### src/hw/rri_defines.svh
// Timing and layout constants of the release interlock
`ifndef RRI_DEFINES_SVH
`define RRI_DEFINES_SVH
`define RRI_CLK_HZ        25000000
`define RRI_MS_CYCLES     (`RRI_CLK_HZ / 1000)
`define RRI_ACK_MIN_SHORT_MS 100
`define RRI_ACK_MIN_LONG_MS  350
`define RRI_ACK_MAX_MS    30000
`define RRI_BLINK_HALF_MS 500
`define RRI_MAX_CONTACTS  7
`define RRI_MS_W          15
`endif

### src/hw/rri_pkg.sv
// Types of the release interlock
package rri_pkg;
  typedef enum logic [2:0] {
    RRI_IDLE    = 3'b001,
    RRI_WAIT    = 3'b010,
    RRI_RELEASE = 3'b100
  } rri_state_e;

  typedef struct packed {
    logic cond_met;
    logic restart_req;
    logic release_on;
  } rri_out_s;
endpackage : rri_pkg

### src/hw/rri_ms_tick.sv
// Millisecond enable divider
`timescale 1ns/100ps
`include "rri_defines.svh"
module rri_ms_tick #(
  parameter int DIV = `RRI_MS_CYCLES
) (
  input  wire logic clk,
  input  wire logic rst,
  output logic      tick
);
  logic [15:0] cnt;
  logic [15:0] next_cnt;

  always_comb begin
    if (cnt == 16'(DIV - 1)) begin
      next_cnt = 16'h0;
    end else begin
      next_cnt = cnt + 16'h1;
    end
  end

  always_ff @(posedge clk) begin
    if (rst) begin
      cnt  <= 16'h0;
      tick <= 1'b0;
    end else begin
      cnt  <= next_cnt;
      tick <= (cnt == 16'(DIV - 1));
    end
  end
endmodule : rri_ms_tick

### src/hw/rri_interlock.sv
// Release interlock with acknowledge pulse timing and restart lamp
`timescale 1ns/100ps
`include "rri_defines.svh"
// Contract
// - Accepts one to seven activated contact inputs beside the acknowledge input.
// - Condition-met is the AND of all activated contacts.
// - Release rises after valid acknowledge pulse while condition is met.
// - Minimum acknowledge length selectable: 100 ms or 350 ms.
// - Acknowledge shorter than minimum or longer than 30 s is ignored.
// - Release drops as soon as any activated contact goes low.
module rri_interlock #(
  parameter int MS_DIV  = `RRI_MS_CYCLES,
  parameter int MAX_CON = `RRI_MAX_CONTACTS
) (
  input  wire logic                 clk,
  input  wire logic                 rst,
  input  wire logic [MAX_CON-1:0]   contact,
  input  wire logic [2:0]           contact_input_count,
  input  wire logic                 ack,
  input  wire logic                 ack_min_long,
  output rri_pkg::rri_out_s         status
);
  import rri_pkg::*;

  localparam logic [`RRI_MS_W-1:0] MIN_SHORT = `RRI_MS_W'(`RRI_ACK_MIN_SHORT_MS);
  localparam logic [`RRI_MS_W-1:0] MIN_LONG  = `RRI_MS_W'(`RRI_ACK_MIN_LONG_MS);
  localparam logic [`RRI_MS_W-1:0] MAX_ACK   = `RRI_MS_W'(`RRI_ACK_MAX_MS);
  localparam logic [`RRI_MS_W-1:0] HALF_1HZ  = `RRI_MS_W'(`RRI_BLINK_HALF_MS);

  logic                  ms_tick;
  logic [MAX_CON-1:0]    active;
  logic                  cond;
  rri_state_e            state;
  rri_state_e            next_state;
  logic [`RRI_MS_W-1:0]  ack_ms;
  logic [`RRI_MS_W-1:0]  next_ack_ms;
  logic                  ack_q;
  logic                  ack_valid;
  logic [`RRI_MS_W-1:0]  blink_ms;
  logic [`RRI_MS_W-1:0]  next_blink_ms;
  logic                  lamp;
  logic                  next_lamp;
  logic [`RRI_MS_W-1:0]  min_ms;

  rri_ms_tick #(.DIV(MS_DIV)) u_tick (
    .clk  (clk),
    .rst  (rst),
    .tick (ms_tick)
  );

  genvar gi;
  generate
    for (gi = 0; gi < MAX_CON; gi++) begin : g_act
      assign active[gi] = contact[gi] | (3'(gi) >= contact_input_count);
    end
  endgenerate

  assign cond = (contact_input_count != 3'h0) && (&active);

  assign min_ms = ack_min_long ? MIN_LONG : MIN_SHORT;

  always_comb begin
    next_ack_ms = ack_ms;
    ack_valid   = 1'b0;
    if (ack) begin
      if (ms_tick && ack_ms <= MAX_ACK) begin
        next_ack_ms = ack_ms + `RRI_MS_W'(1);
      end
    end else begin
      next_ack_ms = '0;
      ack_valid   = ack_q && (ack_ms >= min_ms) && (ack_ms <= MAX_ACK);
    end
  end

  always_comb begin
    case (state)
      RRI_IDLE: begin
        next_state = cond ? RRI_WAIT : RRI_IDLE;
      end
      RRI_WAIT: begin
        if (!cond) begin
          next_state = RRI_IDLE;
        end else if (ack_valid) begin
          next_state = RRI_RELEASE;
        end else begin
          next_state = RRI_WAIT;
        end
      end
      RRI_RELEASE: begin
        next_state = cond ? RRI_RELEASE : RRI_IDLE;
      end
      default: begin
        next_state = RRI_IDLE;
      end
    endcase
  end

  always_comb begin
    next_blink_ms = blink_ms;
    next_lamp     = lamp;
    if (next_state != RRI_WAIT) begin
      next_blink_ms = '0;
      next_lamp     = 1'b0;
    end else if (state != RRI_WAIT) begin
      next_blink_ms = '0;
      next_lamp     = 1'b1;
    end else if (ms_tick) begin
      if (blink_ms == HALF_1HZ - `RRI_MS_W'(1)) begin
        next_blink_ms = '0;
        next_lamp     = ~lamp;
      end else begin
        next_blink_ms = blink_ms + `RRI_MS_W'(1);
      end
    end
  end

  always_ff @(posedge clk) begin
    if (rst) begin
      state    <= RRI_IDLE;
      ack_ms   <= '0;
      ack_q    <= 1'b0;
      blink_ms <= '0;
      lamp     <= 1'b0;
    end else begin
      state    <= next_state;
      ack_ms   <= next_ack_ms;
      ack_q    <= ack;
      blink_ms <= next_blink_ms;
      lamp     <= next_lamp;
    end
  end

  assign status.cond_met    = cond;
  assign status.release_on  = (state == RRI_RELEASE) && cond;
  assign status.restart_req = lamp && (state == RRI_WAIT) && cond;

  property p_drop;
    @(posedge clk) disable iff (rst)
      (state == RRI_RELEASE && !cond) |-> !status.release_on ##1 (state == RRI_IDLE);
  endproperty
  a_drop: assert property (p_drop) else $error("release high with condition low");

  property p_rise;
    @(posedge clk) disable iff (rst)
      (state == RRI_WAIT && cond && ack_valid) |=> (state == RRI_RELEASE);
  endproperty
  a_rise: assert property (p_rise) else $error("valid acknowledge did not release");

  property p_no_ack;
    @(posedge clk) disable iff (rst)
      (state == RRI_WAIT && !ack_valid) |=> (state != RRI_RELEASE);
  endproperty
  a_no_ack: assert property (p_no_ack) else $error("release without valid acknowledge");

  property p_idle_hold;
    @(posedge clk) disable iff (rst) (state == RRI_IDLE) |=> (state != RRI_RELEASE);
  endproperty
  a_idle_hold: assert property (p_idle_hold) else $error("release entered from idle");

  property p_rel_hold;
    @(posedge clk) disable iff (rst) (state == RRI_RELEASE && cond) |=> (state == RRI_RELEASE);
  endproperty
  a_rel_hold: assert property (p_rel_hold) else $error("release lost with condition met");

  property p_short;
    @(posedge clk) disable iff (rst)
      (ack_q && !ack && ack_ms < min_ms) |-> !ack_valid;
  endproperty
  a_short: assert property (p_short) else $error("short acknowledge accepted");

  property p_long;
    @(posedge clk) disable iff (rst) (ack_ms > MAX_ACK) |-> !ack_valid;
  endproperty
  a_long: assert property (p_long) else $error("overlong acknowledge accepted");

  property p_min_sel;
    @(posedge clk) disable iff (rst)
      (ack_q && !ack && ack_ms == MIN_SHORT && !ack_min_long) |-> ack_valid;
  endproperty
  a_min_sel: assert property (p_min_sel) else $error("minimum pulse not accepted");

  property p_lamp_off;
    @(posedge clk) disable iff (rst) (state != RRI_WAIT) |-> !status.restart_req;
  endproperty
  a_lamp_off: assert property (p_lamp_off) else $error("lamp on outside wait");

  property p_lamp_start;
    @(posedge clk) disable iff (rst) (state == RRI_IDLE && cond) |=> (state == RRI_WAIT && lamp);
  endproperty
  a_lamp_start: assert property (p_lamp_start) else $error("lamp not lit on entering wait");

  property p_blink_hold;
    @(posedge clk) disable iff (rst)
      (state == RRI_WAIT && next_state == RRI_WAIT && !(ms_tick && blink_ms == HALF_1HZ - `RRI_MS_W'(1)))
      |=> $stable(lamp);
  endproperty
  a_blink_hold: assert property (p_blink_hold) else $error("lamp changed inside half period");

  property p_blink;
    @(posedge clk) disable iff (rst)
      (state == RRI_WAIT && $past(state) == RRI_WAIT && ms_tick && blink_ms == HALF_1HZ - `RRI_MS_W'(1)
       && next_state == RRI_WAIT) |=> (lamp != $past(lamp));
  endproperty
  a_blink: assert property (p_blink) else $error("lamp did not toggle at half period");

  property p_and;
    @(posedge clk) disable iff (rst)
      (contact_input_count != 3'h0 && !contact[0]) |-> !status.cond_met;
  endproperty
  a_and: assert property (p_and) else $error("condition met with a contact open");

  property p_cnt_zero;
    @(posedge clk) disable iff (rst) (contact_input_count == 3'h0) |-> !status.cond_met;
  endproperty
  a_cnt_zero: assert property (p_cnt_zero) else $error("condition met with no contacts");
endmodule : rri_interlock

### config.mk
export PLATFORM = sky130hd
export DESIGN_NAME = rri_interlock
export DESIGN_NICKNAME = d
export VERILOG_FILES = /design/src/hw/rri_pkg.sv /design/src/hw/rri_ms_tick.sv /design/src/hw/rri_interlock.sv
export VERILOG_INCLUDE_DIRS = /design/src /design/src/hw
export SDC_FILE = /design/constraint.sdc
export NUM_CORES = 1
export LEC_CHECK = 0
export ABC_AREA = 1
export BUFFER_PORTS_ARGS = -buffer_cell sky130_fd_sc_hd__buf_2
export CORE_MARGIN = 1.5
export CORE_UTILIZATION = 55
export DETAILED_ROUTE_END_ITERATION = 16
export PLACE_DENSITY = 0.83
export SYNTH_ARGS = -nofsm -noshare
export SYNTH_HDL_FRONTEND = slang
export SYNTH_SLANG_ARGS = --single-unit
### constraint.sdc
create_clock -name clk -period 4.3 [get_ports clk]
set_input_delay 1.29 -clock clk [delete_from_list [all_inputs] [get_ports clk]]
set_output_delay 1.29 -clock clk [all_outputs]
set_load 0.05 [all_outputs]
Yosys cells after proc, flatten, opt, wreduce, memory -nomap -nowiden
Index checks and enable logic that the tools add are counted.
{"block": "op_classes", "n_addsub": 3, "order_cmp": 9, "n_eq_ne": 7, "n_mux": 11, "bitwise_logic": 9, "n_reduce_logical": 16}
{"operator": "adder 15 x 1 -> 15 bit, second input constant", "n": 2}
{"operator": "adder 16 x 1 -> 16 bit, second input constant", "n": 1}
{"operator": "== test 16 x 15 -> 1 bit, second input constant", "n": 1}
{"operator": "== test 15 x 9 -> 1 bit, second input constant", "n": 1}
{"operator": "greater-or-equal comparator 15 x 9 -> 1 bit", "n": 1}
{"operator": "<= comparator 15 bit, second input constant", "n": 1}
{"operator": "2-to-1 mux 15 bit", "n": 1}
{"operator": "greater-or-equal comparator 3 bit, first input constant", "n": 3}
{"operator": "2-to-1 mux 3 bit", "n": 3}
{"operator": "2-to-1 mux 9 bit", "n": 1}
{"operator": "one-hot mux 3 bit (3 select lines)", "n": 1}
{"operator": "logical AND 1 bit", "n": 7}
{"operator": "OR 1 bit", "n": 7}
{"operator": "AND reduction 7 bit", "n": 1}
{"operator": "greater-or-equal comparator 1 x 3 -> 1 bit, first input constant", "n": 2}
{"operator": "greater-or-equal comparator 2 x 3 -> 1 bit, first input constant", "n": 2}
{"operator": "inequality test 3 x 2 -> 1 bit, second input constant", "n": 2}
{"operator": "OR reduction 2 bit", "n": 3}
{"operator": "2-to-1 mux 1 bit", "n": 4}
{"operator": "nonzero test 2 bit", "n": 2}
{"operator": "== test 3 x 1 -> 1 bit, second input constant", "n": 1}
{"operator": "== test 3 x 2 -> 1 bit, second input constant", "n": 1}
{"operator": "== test 3 bit, second input constant", "n": 1}
{"operator": "nonzero test 3 bit", "n": 1}
{"operator": "4 further kinds", "n": 5}
{"block": "word_totals", "register_bits": 52, "inputBits": 14, "output_inout_bits": 3, "word_cells": 62}

Logic depth before layout (Yosys ltp)
{"block": "logic_depth", "depth_word": 10, "depth_mapped": 12, "depth_no_buf": 11}

By module
A second synthesis with hierarchy kept.
{"block": "unflattened", "hier_cells": 464, "hier_area_um2": 3146.8}
{"module": "rri_interlock", "instances": 1, "cells_each": 343, "area_per_inst_um2": 2270.9}
{"module": "rri_ms_tick", "instances": 1, "cells_each": 121, "area_per_inst_um2": 875.8}

Worst setup path before layout
Ideal clock, no wire load.
{"block": "synth_timing", "kind": "input to output", "start": "input port contact[5]", "end": "output port status[1] (netlist bit)", "arrival_ns": 2.331, "t_required_ns": 3.010, "setup_slack_ns": 0.679, "cell_stages": 6, "cell_sequence": "nand2_1 -> a21boi_0 -> nand2_1 -> nand2_1 -> nand2_1 -> nor2_1"}
{"element": "start: declaration", "line_no": "rri_interlock.sv:17", "text": "input wire logic [MAX_CON-1:0] contact,"}
{"element": "end: declaration", "line_no": "rri_interlock.sv:21", "text": "output rri_pkg::rri_out_s status"}

==> impl_table.tex <==
\begin{tabular}{lr}
\hline
Metric & Value \\
\hline
\multicolumn{2}{l}{\textbf{Power and ir drop}} \\
\quad Switching power total & 0.000191 W \\
\quad Ratio of total power to cell area & 253 nW/um\^{}2 \\
\quad Clock power frac & 35.1\% \\
\quad Total internal power & 0.000614 W \\
\quad Switching fraction of total power & 23.7\% \\
\quad Peak supply drop & 0.000132 V \\
\quad Portion of total power attributed to combinational logic & 4.3\% \\
\quad Leakage component of the power & 1.19 nW \\
\quad Flop pwr share & 60.6\% \\
\multicolumn{2}{l}{\textbf{Worst setup path}} \\
\quad CP required & 3010 ps \\
\quad R2R Setup Slk & 2600 ps \\
\quad Kind of start point of the critical path & input pin \\
\quad Worst r2r path cells & 10 \\
\quad Arr. time, crit path & 2460 ps \\
\quad FF-to-FF Start & ack\_ms[4] \\
\quad First element of the critical path & contact\_input\_count[2] \\
\quad Endpoint of the most critical register-to-register path & blink\_ms[12] \\
\quad CP Capture Point & status[0] \\
\quad Kind of end point of the critical path & primary output \\
\quad Maximum fanout along the worst path & 5 \\
\quad Kind of critical path & input pin to primary output \\
\multicolumn{2}{l}{\textbf{Die}} \\
\quad Die boundary width & 76.5 um \\
\quad Number of ports placed on the die boundary & 17 \\
\quad \# rows & 26 \\
\quad Die Area & 5850 um\^{}2 \\
\quad Core Footprint & 5170 um\^{}2 \\
\quad Initial standard-cell utilization of the core & 57.5\% \\
\quad Die Span Y & 76.5 um \\
\multicolumn{2}{l}{\textbf{Placed design}} \\
\quad Count of port buffers added during placement & 16 \\
\quad Post-place instance area & 3080 um\^{}2 \\
\quad Detailed placement HPWL & 4.52 mm \\
\quad Routability congestion estimate & 0.909 \\
\multicolumn{2}{l}{\textbf{Clocking}} \\
\quad Quantity of gates resized following cts & 0 \\
\quad Number of sinks handled by clock tree synthesis & 52 \\
\quad Number of buffers created by CTS & 5 \\
\quad Cell chosen for the clock root & clkbuf\_8 \\
\quad Number of hold buffers added after cts & 0 \\
\quad Number of buffers on the longest clock path & 2 \\
\quad Number of H-tree branching levels & 2 \\
\quad Number of buffers inserted to repair setup after CTS & 0 \\
\quad CTS tree & yes \\
\quad Clock network latency to the later pin of the worst-skew pair & 310 ps \\
\quad CTS clock-pin slew for the worst setup and hold paths & 90 ps \\
\multicolumn{2}{l}{\textbf{Yosys}} \\
\quad List of most frequent post-synthesis cells & nand2\_1, nor2\_1, inv\_1, dfxtp\_1, nand3\_1 \\
\quad Largest cells by area after synthesis & dfxtp\_1, nand2\_1, nor2\_1 \\
\quad Mapped Area & 2970 um\^{}2 \\
\quad Most common cell in the synthesized netlist & nand2\_1 \\
\quad Commonest register cell after synthesis & dfxtp\_1 \\
\quad Post-synth top area share & 35.0\% \\
\quad Syn Inst Count & 441 \\
\quad Synthesis warning total & 0 \\
\quad Cell accounting for the most synthesized area & dfxtp\_1 \\
\quad Async set-reset flop share out of synthesis & 0\% \\
\quad Number of unique standard cell types used by synthesis & 40 \\
\quad Number of flip-flops and latches in the synthesized netlist & 52 \\
\quad Net Count, Synth & 463 \\
\quad Avg Inst Size Synth & 6.74 um\^{}2 \\
\quad Sequential-to-total area share from yosys stat & 35.0\% \\
\quad Number of flops mapped to enable cells by yosys & 0 \\
\multicolumn{2}{l}{\textbf{Worst hold path}} \\
\quad Depth of the worst hold-timing path & 1 \\
\quad Hold Path Class & flip-flop to flip-flop \\
\multicolumn{2}{l}{\textbf{STA}} \\
\quad Fin. max-slew vios & 0 \\
\quad Final min period & 3750 ps \\
\quad Max Fclk & 0.266 GHz \\
\quad Headroom to the max-slew limit & 52.2\% \\
\quad Setup TNS after final layout & 0 ps \\
\quad Number of failing hold endpoints at the final stage & 0 \\
\quad Setup-failing EPs final & 0 \\
\quad Final cycle utilization of the critical path & 87.3\% \\
\quad RSZ-0062 raised after global routing & false \\
\quad Clock skew after layout & 10.5 ps \\
\quad Tightest Pin Transition & 714 ps \\
\multicolumn{2}{l}{\textbf{Global routing}} \\
\quad Antenna violations before repair & 0 \\
\quad Global-route wire length before repair & 10.7 mm \\
\quad Total congestion overflow & 0 \\
\quad Via count of the first global-routing pass & 2537 \\
\quad Maximum number of pins on one net before global-route repair & 20 \\
\quad Overall fraction of global-route tracks in use & 22.2\% \\
\multicolumn{2}{l}{\textbf{Detailed routing}} \\
\quad Iteration-0 DRC Markers & 193 \\
\quad Final Routed Wirelength & 6.08 mm \\
\quad Count of vias placed by the detailed router & 2760 \\
\quad Via-per-instance ratio & 5.23 \\
\quad TritonRoute pass-1 iters & 5 \\
\quad Routed wire length per instance & 11.5 um \\
\quad DRC violations left & 0 \\
\quad Post-DRT Antenna Nets & 0 \\
\multicolumn{2}{l}{\textbf{Layout}} \\
\quad Filler Cell Count & 477 \\
\quad Post-layout instance area & 3170 um\^{}2 \\
\quad Core occupancy in the finished layout & 61.3\% \\
\quad Antenna diode count & 0 \\
\quad Layout cell share with drive strength beyond 1 & 9.83\% \\
\quad Final layout net count & 479 \\
\quad Layout Area Growth over Synthesis & 6.78\% \\
\quad Multi-input combinational cell area & 1650 um\^{}2 \\
\quad Area taken by flip-flops and latches & 1040 um\^{}2 \\
\multicolumn{2}{l}{\textbf{Run status}} \\
\quad Outcome & finished, final reports clean \\
\multicolumn{2}{l}{\textbf{Run}} \\
\quad Total of max-cap violations & 0 \\
\hline
\end{tabular}
[worst min path at each step]
stage | from | endpoint | slack [ps]
floorplan | u_tick.cnt[0] | u_tick.cnt[0] | 420
global placement | u_tick.cnt[0] | u_tick.cnt[0] | 430
detailed placement | u_tick.cnt[0] | u_tick.cnt[0] | 430
CTS | u_tick.cnt[0] | u_tick.cnt[0] | 460
global route | u_tick.cnt[0] | u_tick.cnt[0] | 490
finish | u_tick.cnt[0] | u_tick.cnt[0] | 460
[power by group through the flow]
stage                      logic, W  clock network [W]  registers (W)
after floorplan           0.0000234                  0       0.000498
after global placement    0.0000332                  0       0.000498
after detailed placement  0.0000345                  0       0.000498
after CTS                 0.0000346           0.000289       0.000487
after global routing      0.0000401           0.000306       0.000488
final                     0.0000346           0.000282       0.000487
[state kept, by name, summed over array words and instances (netlist names)]
name         count
blink_ms        15
ack_ms          15
u_tick.cnt      16
u_tick.tick      1
state            3
lamp             1
ack_q            1
[through the flow]
step / power (W) / hold WS [ps] / worst slack, ps / cells
floorplan: 0.000521 / 418 / 679 / 441
detailed placement: 0.000533 / 435 / 566 / 520
CTS: 0.000811 / 456 / 566 / 528
finish: 0.000804 / 456 / 547 / 528
global route: 0.000834 / 493 / 421 / 528
global placement: 0.000531 / 429 / 614 / 520
[critical path, cell delays in order]
cell and delay (ps):
buf_2 110, o21bai_1 160, a21oi_1 80, nor2_1 80, nand2_1 120, or2_2 310
inv_1 50, buf_2 250
[cell usage in the layout, fill, tap and decap left out, types with 2 or more instances in the layout]
| master | n |
|---|---|
| nor2_2 | 2 |
| nand2_2 | 2 |
| nand3_1 | 38 |
| o21ai_0 | 13 |
| nand3b_1 | 2 |
| or2_2 | 4 |
| ha_1 | 8 |
| nor2_4 | 2 |
| nand4_1 | 10 |
| a21oi_1 | 26 |
| xor2_1 | 11 |
| a31oi_1 | 2 |
| nand3_2 | 3 |
| nor3_2 | 2 |
| inv_1 | 55 |
| nor3_1 | 19 |
| nor2_1 | 66 |
| dfxtp_1 | 52 |
| nand2_1 | 93 |
| nor3b_1 | 5 |
| buf_2 | 16 |
| clkbuf_8 | 5 |
| inv_2 | 4 |
[kinds of logic after synthesis]
group / count (synthesis) / share of synthesized area [%]
AOI/OAI and AO/OA: 48 / 8.72
and+or+nand+nor: 255 / 40.0
adders and majority gates: 8 / 3.37
buffers and inverters: 66 / 9.31
xor gates and xnor gates: 12 / 3.54
DFF: 52 / 35.0
[area by class of cell]
cell class | count | share of cell area, %
Clock buffer | 6 | 2.29
Clock inverter | 2 | 0.513
Sequential cell | 52 | 32.8
Tap cell | 70 | 2.76
Timing Repair Buffer | 16 | 2.52
Multi-Input combinational cell | 323 | 52.1
Inverter | 59 | 6.98
[layer usage]
layer,up-vias,track usage [%],share of wire [%]
met4,0,7.59,1.5
li1,1456,-,-
met1,1208,28.9,48
met5,-,0,0
met2,85,36.8,45
met3,11,4.19,5.7
No activity file was read; power rests on OpenSTA's default activity.
